===== src/pdsg_defs.vh =====
// Purpose: shared constants of the paged data address and stack guard
// Assumes: 32-bit AXI4-Lite register slave, 16-bit data addresses
// Notes:   definitions only
`ifndef PDSG_DEFS_VH
`define PDSG_DEFS_VH

// register byte offsets
`define PDSG_OFS_RD_PAGE    8'h00
`define PDSG_OFS_WR_PAGE    8'h04
`define PDSG_OFS_STK_LIMIT  8'h08
`define PDSG_OFS_STK_PTR    8'h0C
`define PDSG_OFS_STATUS     8'h10

// reset values
`define PDSG_RST_RD_PAGE    10'h001
`define PDSG_RST_WR_PAGE    9'h001
`define PDSG_RST_STK_PTR    16'h0800

// address layout
`define PDSG_EA_WIN_BIT     15
`define PDSG_RD_PVIEW_BIT   9
`define PDSG_RD_UPPER_BIT   8
`define PDSG_STK_FLOOR      16'h0800
`define PDSG_STK_STEP       16'h0002
`define PDSG_BASE_TOP       8'h00

// value masks of the bus-written registers
`define PDSG_MASK_RD_PAGE   32'h000003FF
`define PDSG_MASK_WR_PAGE   32'h000001FF
`define PDSG_MASK_WORD      32'h0000FFFE

// access cycle counts and the number of repeat head accesses
`define PDSG_CYC_PLAIN      2'd1
`define PDSG_CYC_WIN_RD     2'd2
`define PDSG_CYC_RPT_HEAD   2'd3
`define PDSG_RPT_HEAD_CNT   2'd2

// bus answers
`define PDSG_RESP_OKAY      2'b00
`define PDSG_RESP_SLVERR    2'b10

`endif


===== src/pdsg_guard.v =====
// Purpose: extends 16-bit data addresses into a 24-bit paged space and
//          guards the software stack against overflow and underflow
// Assumes: one clock, asynchronous active-low reset, one access at a time
// Notes:   registers reached over AXI4-Lite; access answered by acc_done
`timescale 1ns/1ps
`include "pdsg_defs.vh"

// Functional notes
// read page for reads, write page for writes
// page plus 16-bit address gives 24 bits
// program view reads use read page only
// read window: 9 page bits, 15 address bits
// write window: 9 page bits, 15 address bits
// page zero window access raises address trap
// addresses below 8000h map straight through
// page registers never change on pointer rollover
// window read takes one extra cycle
// repeated window reads: 3,3 then 1 cycles
// window writes finish in one cycle
// software avoids read-modify-write under repeat
// read-modify-write takes read page
// window only when address bit 15 set
// stack grows up, post-inc push, pre-dec pop
// call push clears pushed top byte
// exception push joins status byte with counter
// stack limit unreset, bit 0 reads zero
// push above limit raises stack trap
// stack address below 0800h raises stack trap
// software avoids stack read right after limit write
// read page bit 9 selects program view
// traps pulse one cycle, access suppressed
module pdsg_guard
(
  input  wire        clk_sys,
  input  wire        rst_b,
  // axi4-lite register slave
  input  wire [7:0]  s_axi_awaddr,
  input  wire        s_axi_awvalid,
  output wire        s_axi_awready,
  input  wire [31:0] s_axi_wdata,
  input  wire [3:0]  s_axi_wstrb,
  input  wire        s_axi_wvalid,
  output wire        s_axi_wready,
  output reg  [1:0]  s_axi_bresp,
  output reg         s_axi_bvalid,
  input  wire        s_axi_bready,
  input  wire [7:0]  s_axi_araddr,
  input  wire        s_axi_arvalid,
  output wire        s_axi_arready,
  output reg  [31:0] s_axi_rdata,
  output reg  [1:0]  s_axi_rresp,
  output reg         s_axi_rvalid,
  input  wire        s_axi_rready,
  // cpu access request
  input  wire        acc_valid,
  output wire        acc_ready,
  input  wire        acc_write,
  input  wire        acc_rmw,
  input  wire        acc_repeat,
  input  wire        acc_push,
  input  wire        acc_pop,
  input  wire        acc_pc_call,
  input  wire        acc_pc_exc,
  input  wire [15:0] acc_addr,
  input  wire [15:0] acc_wdata,
  input  wire [7:0]  pc_high_byte,
  input  wire [7:0]  status_low_byte,
  output reg         acc_done,
  output reg         acc_fault,
  // memory side
  output reg         mem_valid,
  output reg         mem_write,
  output reg         mem_rmw,
  output reg  [23:0] mem_addr,
  output reg  [15:0] mem_wdata,
  output reg         mem_program_view,
  output reg         mem_program_upper,
  // trap requests toward exception logic
  output reg         trap_address_error,
  output reg         trap_stack_error
);

  localparam [1:0] ST_IDLE = 2'b01;
  localparam [1:0] ST_BUSY = 2'b10;

  reg  [9:0]  read_page_select;
  reg  [8:0]  write_page_select;
  reg  [15:0] stack_limit_value;
  reg  [15:0] software_stack_pointer;
  reg  [1:0]  state;
  reg  [1:0]  wait_cnt;
  reg  [1:0]  rpt_cnt;

  reg         aw_full;
  reg  [7:0]  aw_addr;
  reg         w_full;
  reg  [31:0] w_data;
  reg  [3:0]  w_strb;

  wire        take = acc_valid & state[0];
  wire        do_bus_wr = aw_full & w_full & ~s_axi_bvalid;
  wire        rd_take = s_axi_arvalid & ~s_axi_rvalid;

  assign acc_ready     = state[0];
  assign s_axi_awready = ~aw_full & ~s_axi_bvalid;
  assign s_axi_wready  = ~w_full & ~s_axi_bvalid;
  assign s_axi_arready = ~s_axi_rvalid;

  function [31:0] merge;
    input [31:0] old_v;
    input [31:0] new_v;
    input [3:0]  strb;
    integer i;
    begin
      merge = old_v;
      for (i = 0; i < 4; i = i + 1)
        if (strb[i])
          merge[i*8 +: 8] = new_v[i*8 +: 8];
    end
  endfunction

  // merged bus writes; cut to each register's width where stored
  wire [31:0] new_rd_page = merge({22'h0, read_page_select}, w_data,
                                  w_strb) & `PDSG_MASK_RD_PAGE;
  wire [31:0] new_wr_page = merge({23'h0, write_page_select}, w_data,
                                  w_strb) & `PDSG_MASK_WR_PAGE;
  wire [31:0] new_lim     = merge({16'h0000, stack_limit_value}, w_data,
                                  w_strb) & `PDSG_MASK_WORD;
  wire [31:0] new_sp      = merge({16'h0000, software_stack_pointer},
                                  w_data, w_strb) & `PDSG_MASK_WORD;

  // address generation and checks for the offered access
  reg  [15:0] ea;
  reg  [23:0] next_addr;
  reg         next_pview;
  reg         next_upper;
  reg         addr_err;
  reg         stk_err;
  reg  [1:0]  cycles;
  reg  [15:0] next_wdata;
  reg         is_rd;
  wire        win = ea[`PDSG_EA_WIN_BIT];
  wire [9:0]  page_sel = (acc_write & ~acc_rmw) ?
                         {1'b0, write_page_select} :
                         read_page_select;

  always @*
  begin
    is_rd      = ~acc_write | acc_rmw;
    ea         = acc_addr;
    next_pview = 1'b0;
    next_upper = 1'b0;
    addr_err   = 1'b0;
    stk_err    = 1'b0;
    if (acc_push)
      ea = software_stack_pointer;
    else if (acc_pop)
      ea = software_stack_pointer - `PDSG_STK_STEP;
    if (acc_push | acc_pop)
    begin
      if (ea < `PDSG_STK_FLOOR)
        stk_err = 1'b1;
      if (acc_push && ea > stack_limit_value)
        stk_err = 1'b1;
    end
    if (!win)
      next_addr = {`PDSG_BASE_TOP, ea};
    else if (page_sel == 10'h000)
    begin
      next_addr = {`PDSG_BASE_TOP, ea};
      addr_err  = 1'b1;
    end
    else if (is_rd && page_sel[`PDSG_RD_PVIEW_BIT])
    begin
      // program view: one spare top bit, 8-bit page, 15-bit offset
      next_addr  = {1'b0, page_sel[7:0], ea[14:0]};
      next_pview = 1'b1;
      next_upper = page_sel[`PDSG_RD_UPPER_BIT];
    end
    else
      next_addr = {page_sel[8:0], ea[14:0]};
    if (acc_pc_call)
      next_wdata = {8'h00, pc_high_byte};
    else if (acc_pc_exc)
      next_wdata = {status_low_byte, pc_high_byte};
    else
      next_wdata = acc_wdata;
    if (!(win && is_rd))
      cycles = `PDSG_CYC_PLAIN;
    else if (acc_repeat && rpt_cnt >= `PDSG_RPT_HEAD_CNT)
      cycles = `PDSG_CYC_PLAIN;
    else if (acc_repeat)
      cycles = `PDSG_CYC_RPT_HEAD;
    else
      cycles = `PDSG_CYC_WIN_RD;
  end

  // access sequencer
  always @(posedge clk_sys or negedge rst_b)
  begin
    if (!rst_b)
    begin
      state              <= ST_IDLE;
      wait_cnt           <= 2'd0;
      rpt_cnt            <= 2'd0;
      acc_done           <= 1'b0;
      acc_fault          <= 1'b0;
      mem_valid          <= 1'b0;
      mem_write          <= 1'b0;
      mem_rmw            <= 1'b0;
      mem_addr           <= 24'h000000;
      mem_wdata          <= 16'h0000;
      mem_program_view   <= 1'b0;
      mem_program_upper  <= 1'b0;
      trap_address_error <= 1'b0;
      trap_stack_error   <= 1'b0;
    end
    else
    begin
      acc_done           <= 1'b0;
      acc_fault          <= 1'b0;
      mem_valid          <= 1'b0;
      trap_address_error <= 1'b0;
      trap_stack_error   <= 1'b0;
      case (state)
        ST_IDLE:
        begin
          if (take)
          begin
            mem_addr          <= next_addr;
            mem_wdata         <= next_wdata;
            mem_write         <= acc_write;
            mem_rmw           <= acc_rmw;
            mem_program_view  <= next_pview;
            mem_program_upper <= next_upper;
            if (!acc_repeat)
              rpt_cnt <= 2'd0;
            else if (win && is_rd && rpt_cnt < `PDSG_RPT_HEAD_CNT)
              rpt_cnt <= rpt_cnt + 2'd1;
            if (addr_err | stk_err)
            begin
              // faulting access never reaches memory
              trap_address_error <= addr_err;
              trap_stack_error   <= stk_err;
              acc_fault          <= 1'b1;
              acc_done           <= 1'b1;
            end
            else
            begin
              mem_valid <= 1'b1;
              if (cycles == `PDSG_CYC_PLAIN)
                acc_done <= 1'b1;
              else
              begin
                state    <= ST_BUSY;
                wait_cnt <= cycles - 2'd2;
              end
            end
          end
        end
        ST_BUSY:
        begin
          if (wait_cnt == 2'd0)
          begin
            acc_done <= 1'b1;
            state    <= ST_IDLE;
          end
          else
            wait_cnt <= wait_cnt - 2'd1;
        end
        default:
          state <= ST_IDLE;
      endcase
    end
  end

  // limit is left unreset on purpose; software must load it first
  always @(posedge clk_sys)
  begin
    if (do_bus_wr && aw_addr == `PDSG_OFS_STK_LIMIT)
      stack_limit_value <= new_lim[15:0];
  end

  // register slave and stack pointer
  always @(posedge clk_sys or negedge rst_b)
  begin
    if (!rst_b)
    begin
      read_page_select       <= `PDSG_RST_RD_PAGE;
      write_page_select      <= `PDSG_RST_WR_PAGE;
      software_stack_pointer <= `PDSG_RST_STK_PTR;
      aw_full      <= 1'b0;
      aw_addr      <= 8'h00;
      w_full       <= 1'b0;
      w_data       <= 32'h00000000;
      w_strb       <= 4'h0;
      s_axi_bvalid <= 1'b0;
      s_axi_bresp  <= `PDSG_RESP_OKAY;
      s_axi_rvalid <= 1'b0;
      s_axi_rresp  <= `PDSG_RESP_OKAY;
      s_axi_rdata  <= 32'h00000000;
    end
    else
    begin
      if (s_axi_awvalid && s_axi_awready)
      begin
        aw_full <= 1'b1;
        aw_addr <= s_axi_awaddr;
      end
      if (s_axi_wvalid && s_axi_wready)
      begin
        w_full <= 1'b1;
        w_data <= s_axi_wdata;
        w_strb <= s_axi_wstrb;
      end
      if (s_axi_bvalid && s_axi_bready)
        s_axi_bvalid <= 1'b0;
      // pages change only here, never on pointer wrap
      if (do_bus_wr)
      begin
        aw_full      <= 1'b0;
        w_full       <= 1'b0;
        s_axi_bvalid <= 1'b1;
        s_axi_bresp  <= `PDSG_RESP_OKAY;
        case (aw_addr)
          `PDSG_OFS_RD_PAGE:
            read_page_select <= new_rd_page[9:0];
          `PDSG_OFS_WR_PAGE:
            write_page_select <= new_wr_page[8:0];
          `PDSG_OFS_STK_LIMIT,
          `PDSG_OFS_STATUS:
            s_axi_bresp <= `PDSG_RESP_OKAY;
          `PDSG_OFS_STK_PTR:
            s_axi_bresp <= `PDSG_RESP_OKAY;
          default:
            s_axi_bresp <= `PDSG_RESP_SLVERR;
        endcase
      end
      // cpu stack moves win over a same-cycle bus write of the pointer
      if (take && !addr_err && !stk_err && acc_push)
        software_stack_pointer <= software_stack_pointer
                                  + `PDSG_STK_STEP;
      else if (take && !addr_err && !stk_err && acc_pop)
        software_stack_pointer <= ea;
      else if (do_bus_wr && aw_addr == `PDSG_OFS_STK_PTR)
        software_stack_pointer <= new_sp[15:0];
      if (s_axi_rvalid && s_axi_rready)
        s_axi_rvalid <= 1'b0;
      if (rd_take)
      begin
        s_axi_rvalid <= 1'b1;
        s_axi_rresp  <= `PDSG_RESP_OKAY;
        case (s_axi_araddr)
          `PDSG_OFS_RD_PAGE:
            s_axi_rdata <= {22'h0, read_page_select};
          `PDSG_OFS_WR_PAGE:
            s_axi_rdata <= {23'h0, write_page_select};
          `PDSG_OFS_STK_LIMIT:
            s_axi_rdata <= {16'h0, stack_limit_value[15:1], 1'b0};
          `PDSG_OFS_STK_PTR:
            s_axi_rdata <= {16'h0, software_stack_pointer};
          `PDSG_OFS_STATUS:
            s_axi_rdata <= {28'h0, rpt_cnt, wait_cnt[0], state[1]};
          default:
          begin
            s_axi_rdata <= 32'h00000000;
            s_axi_rresp <= `PDSG_RESP_SLVERR;
          end
        endcase
      end
    end
  end

endmodule


===== config.mk =====
export PLATFORM = sky130hd
export DESIGN_NAME = pdsg_guard
export DESIGN_NICKNAME = d
export VERILOG_FILES = /design/src/pdsg_guard.v
export VERILOG_INCLUDE_DIRS = /design/src
export SDC_FILE = /design/constraint.sdc
export NUM_CORES = 1
export LEC_CHECK = 0
export ABC_AREA = 1
export BUFFER_PORTS_ARGS = -buffer_cell sky130_fd_sc_hd__buf_4
export CELL_PAD_IN_SITES_DETAIL_PLACEMENT = 2
export CELL_PAD_IN_SITES_GLOBAL_PLACEMENT = 2
export CORE_MARGIN = 1.5
export CORE_UTILIZATION = 33
export DETAILED_ROUTE_END_ITERATION = 8
export PLACE_DENSITY_LB_ADDON = 0.1
export SLEW_MARGIN = 30
export SYNTH_ARGS = -nofsm -noshare
export SYNTH_HDL_FRONTEND = slang
export SYNTH_SLANG_ARGS = --single-unit

===== constraint.sdc =====
create_clock -name clk_sys -period 9.3 [get_ports clk_sys]
set_input_delay 1.86 -clock clk_sys [delete_from_list [all_inputs] [get_ports clk_sys]]
set_output_delay 1.86 -clock clk_sys [all_outputs]
set_load 0.02 [all_outputs]

==> metrics <==
largest area contributor in the netlist=dfrtp_1; detailed-route DRC error count=0; register area=3910 sq um; Post-CTS Repair Setup Buffers=0; Area contributors post-synth=dfrtp_1, nand2_1, o21ai_0; EDFF count, synth=15; Hold Path Origin=w_data[15]; GPL Wtd Cong=around 0.84; RR Startpoint=software_stack_pointer[1]; number of buffers created by CTS=17; Vias/cell=5.02; area share of the leading cell type in the synthesized netlist=between 30% and 40%; register area share after synthesis=46.3%; Die X=163 microns; minimum clock period=5.69 ns; FILL cells=slightly below 3000; initial antenna violation count=0; Worst VDD drop=147 uV; leakage=5.25 nW; WL/cell=around 19 microns; DR iter-0 viols=between 300 and 400; Fin Clk Skew=0.0137 ns; Finished Cell Area=10500 sq um; Sequential Power Share=between 30% and 40%; Worst-Skew Late Latency=about 0.44 ns; root buffer cell=clkbuf_16; NumNets Final=1329; Congestion Overflow GR=0; Worst Hold Class=reg -> reg; Final setup violation count=0; HPWL Detailed=22500 microns; hold buffers post-CTS=0; Slew headroom=40.8%; CP Capture Type=flop; vias in the first global route=8146; Overall Power=2.99 mW; slowest stage delay, CP=0.53 ns; Pint=1.70 mW; FF-to-FF End=software_stack_pointer[0]; critical path arrival=6.01 ns; Sw Pwr=around 1.3 mW; Initial Utilization=33.6%; # resized after CTS=0; CP Launch Type=input pin; num rows=58; CTS Buffer Depth=2; final worst path period share=61.2%; drt first pass iters=4; worst hold stages=0; non-filler cells, final=~1500; maxcap violations=0; WS Path Type=in -> reg; Post-Syn Area per Cell=roughly 8.1 sq um; core area=about 25000 sq um; Gate Count Post-Synth=between 1000 and 1500; Slew @ Worst Pin=0.886 ns; R2R depth=23; first-pass GRT wire length=46700 microns; final wirelength=29700 microns; Final Hold Viols=0; ANT cells=0; share of cells above drive strength 1=21.2%; Area after DPL=9900 sq um; Switching Share=43.2%; Main synth FF type=dfrtp_1; Reg2Reg Setup Slack=4.71 ns; share of synthesized registers carrying an async set or reset=90.2%; power per standard cell area=approximately 290 nW/um^2; most frequent cell on the critical path=inv_1; Synth Warn #=0; RSZ-0062 raised after global routing=no; CTS tree=built; crit-path max FO=31; setup TNS=0 ns; largest net degree at the start of global routing=74; synthesis-to-finish area growth=24.1%; Die Area=26500 sq um; CTS sink cnt=153; CTS H-tree depth=4; Comb pwr share=40.6%; Yosys reg bits=153; pre-CTS WS=around 3.1 ns; routed via count=7715; hold endpoint=stack_limit_value[15]; clock slew at reported path FFs=0.07 ns; Max Fclk=0.176 GHz; Netlist cell types=55; max-slew violation count=0; final worst slack=3.61 ns; Multi-input gate area=roughly 3800 sq um; clock share of power=23.0%; GRT Overall Usage=between 20% and 30%; Final ANT Viol Nets=0; Inst Count DP=1504; Cell Area, Synth=8440 sq um; port bufs=around 170; status=finished, final reports clean; Worst path slowest cell=nand2_2; Ports=206; Critical Path RT=9.62 ns; chip height=163 microns; CP cell instances=buf_4 > nor2_2 > inv_1 > a211oi_1 > nor2_1 > o21ai_0 > inv_1 > ha_1 > nand2_1 > inv_1 > o21ai_0 > nand2_1 > a21oi_1 > a21oi_1 > o21bai_2 > nand2_2 > nand3_2 > inv_1 > nand2_1 > nand3_1 > o21ai_1
-- flip-flops by register name, summed over array words and instances, names as in the netlist, 2 cells and up --
register / cells
s_axi_rdata: 16
rpt_cnt: 2
read_page_select: 10
write_page_select: 9
software_stack_pointer: 16
mem_addr: 24
aw_addr: 8
w_strb: 2
stack_limit_value: 15
wait_cnt: 2
state: 2
mem_wdata: 16
w_data: 16
-- layout make-up --
class,count,share of cell area [%]
tap,330,3.94
clock buffer,19,4.33
clock inverter,13,1.04
timing repair buffer,173,12.5
inverter,127,4.55
multi-input combinational,721,36.3
sequential,153,37.3
-- Yosys cell counts (all sizes together), types with 2 or more instances --
library cell and count:
o32a 2, o31ai 4, a22o 6, dfrtp 134, xor2 14, ha 21
buf 32, edfxtp 15, or2 3, o22ai 12, o2bb2ai 2, dfstp 4
o2111ai 3, o21bai 2, inv 126, mux2 11, nand4 27, nor4 4
o21ai 102, o21a 4, nor2 85, mux2i 10, nand2 268, nor3 20
clkbuf 22, a221oi 2, a21oi 42, nand3 50
-- worst max-delay path by stage --
stage                         from                   endpoint  slack (ns)  cells after the start
after floorplan            acc_pop  software_stack_pointer[2]        4.99                     22
after global placement     acc_pop  software_stack_pointer[0]        3.30                     22
after detailed placement   acc_pop  software_stack_pointer[0]        3.12                     22
after CTS                  acc_pop  software_stack_pointer[0]        3.54                     22
after global routing       acc_pop  software_stack_pointer[0]        3.19                     22
final                     acc_push  software_stack_pointer[0]        3.61                     21
-- cells by family after synthesis --
logic type	share of synthesized area, %
simple gates	24.3
compound gates	12.6
buf+inv	9.37
flops	46.3
fa+ha+maj	3.11
mux	2.65
xor+xnor	1.56
other cells	0.0444
-- stage by stage --
step / hold slack [ns] / utilization [%]
6_report: 0.458 / 41.7
2_1_floorplan: 0.425 / -
5_1_grt: 0.469 / 41.7
3_5_place_dp: 0.437 / 39.4
4_1_cts: 0.460 / 41.7
3_3_place_gp: 0.427 / 39.4
-- critical path, delay by kind of cell --
kind	cells	cell delay [ns]
and+or+nand+nor	8	1.75
AOI/OAI and AO/OA	7	1.13
buffers and inverters	5	0.92
adders and majority gates	1	0.31
-- cells in the final DEF, fill, tap and decap left out, drive strengths merged --
master,count
or2,3
conb,18
nor4,4
o41ai,1
xnor2,1
nand4,27
nand3b,1
a22oi,1
o211ai,1
o2111ai,3
a21oi,42
ha,21
nor3,20
mux2,11
dfstp,4
o22ai,12
dfrtp,134
clkinv,4
o21a,4
o32a,2
a221oi,2
nor2,85
inv,134
a211oi,1
clkinvlp,2
o2bb2ai,2
o311ai,1
o221ai,1
o21ai,102
nand2,268
edfxtp,15
a22o,6
o21bai,2
clkbuf,19
buf,173
a31oi,1
mux2i,10
nand3,50
xor2,14
o31ai,4
-- power groups by stage --
stage / clock, mW / combinational (mW) / sequential, mW
after CTS: 0.703 / 1.24 / 1.09
after detailed placement: 0 / 1.22 / 1.10
final: 0.688 / 1.21 / 1.09
after global placement: 0 / 1.18 / 1.09
after global routing: 0.725 / 1.36 / 1.12
after floorplan: 0 / 0.701 / 1.15
-- per-layer routing --
metal | wire length (microns) | global-route usage [%] | part of all wire, % | up-vias
li1 | - | - | - | 3701
met1 | 13800 | 32.4 | 46 | 3818
met2 | 14100 | 37.9 | 47 | 171
met3 | 1370 | 2.78 | 4.6 | 25
met4 | 471 | 6.42 | 1.6 | 0
met5 | 0 | 0 | 0 | -
No activity file was read; power rests on OpenSTA's default activity.
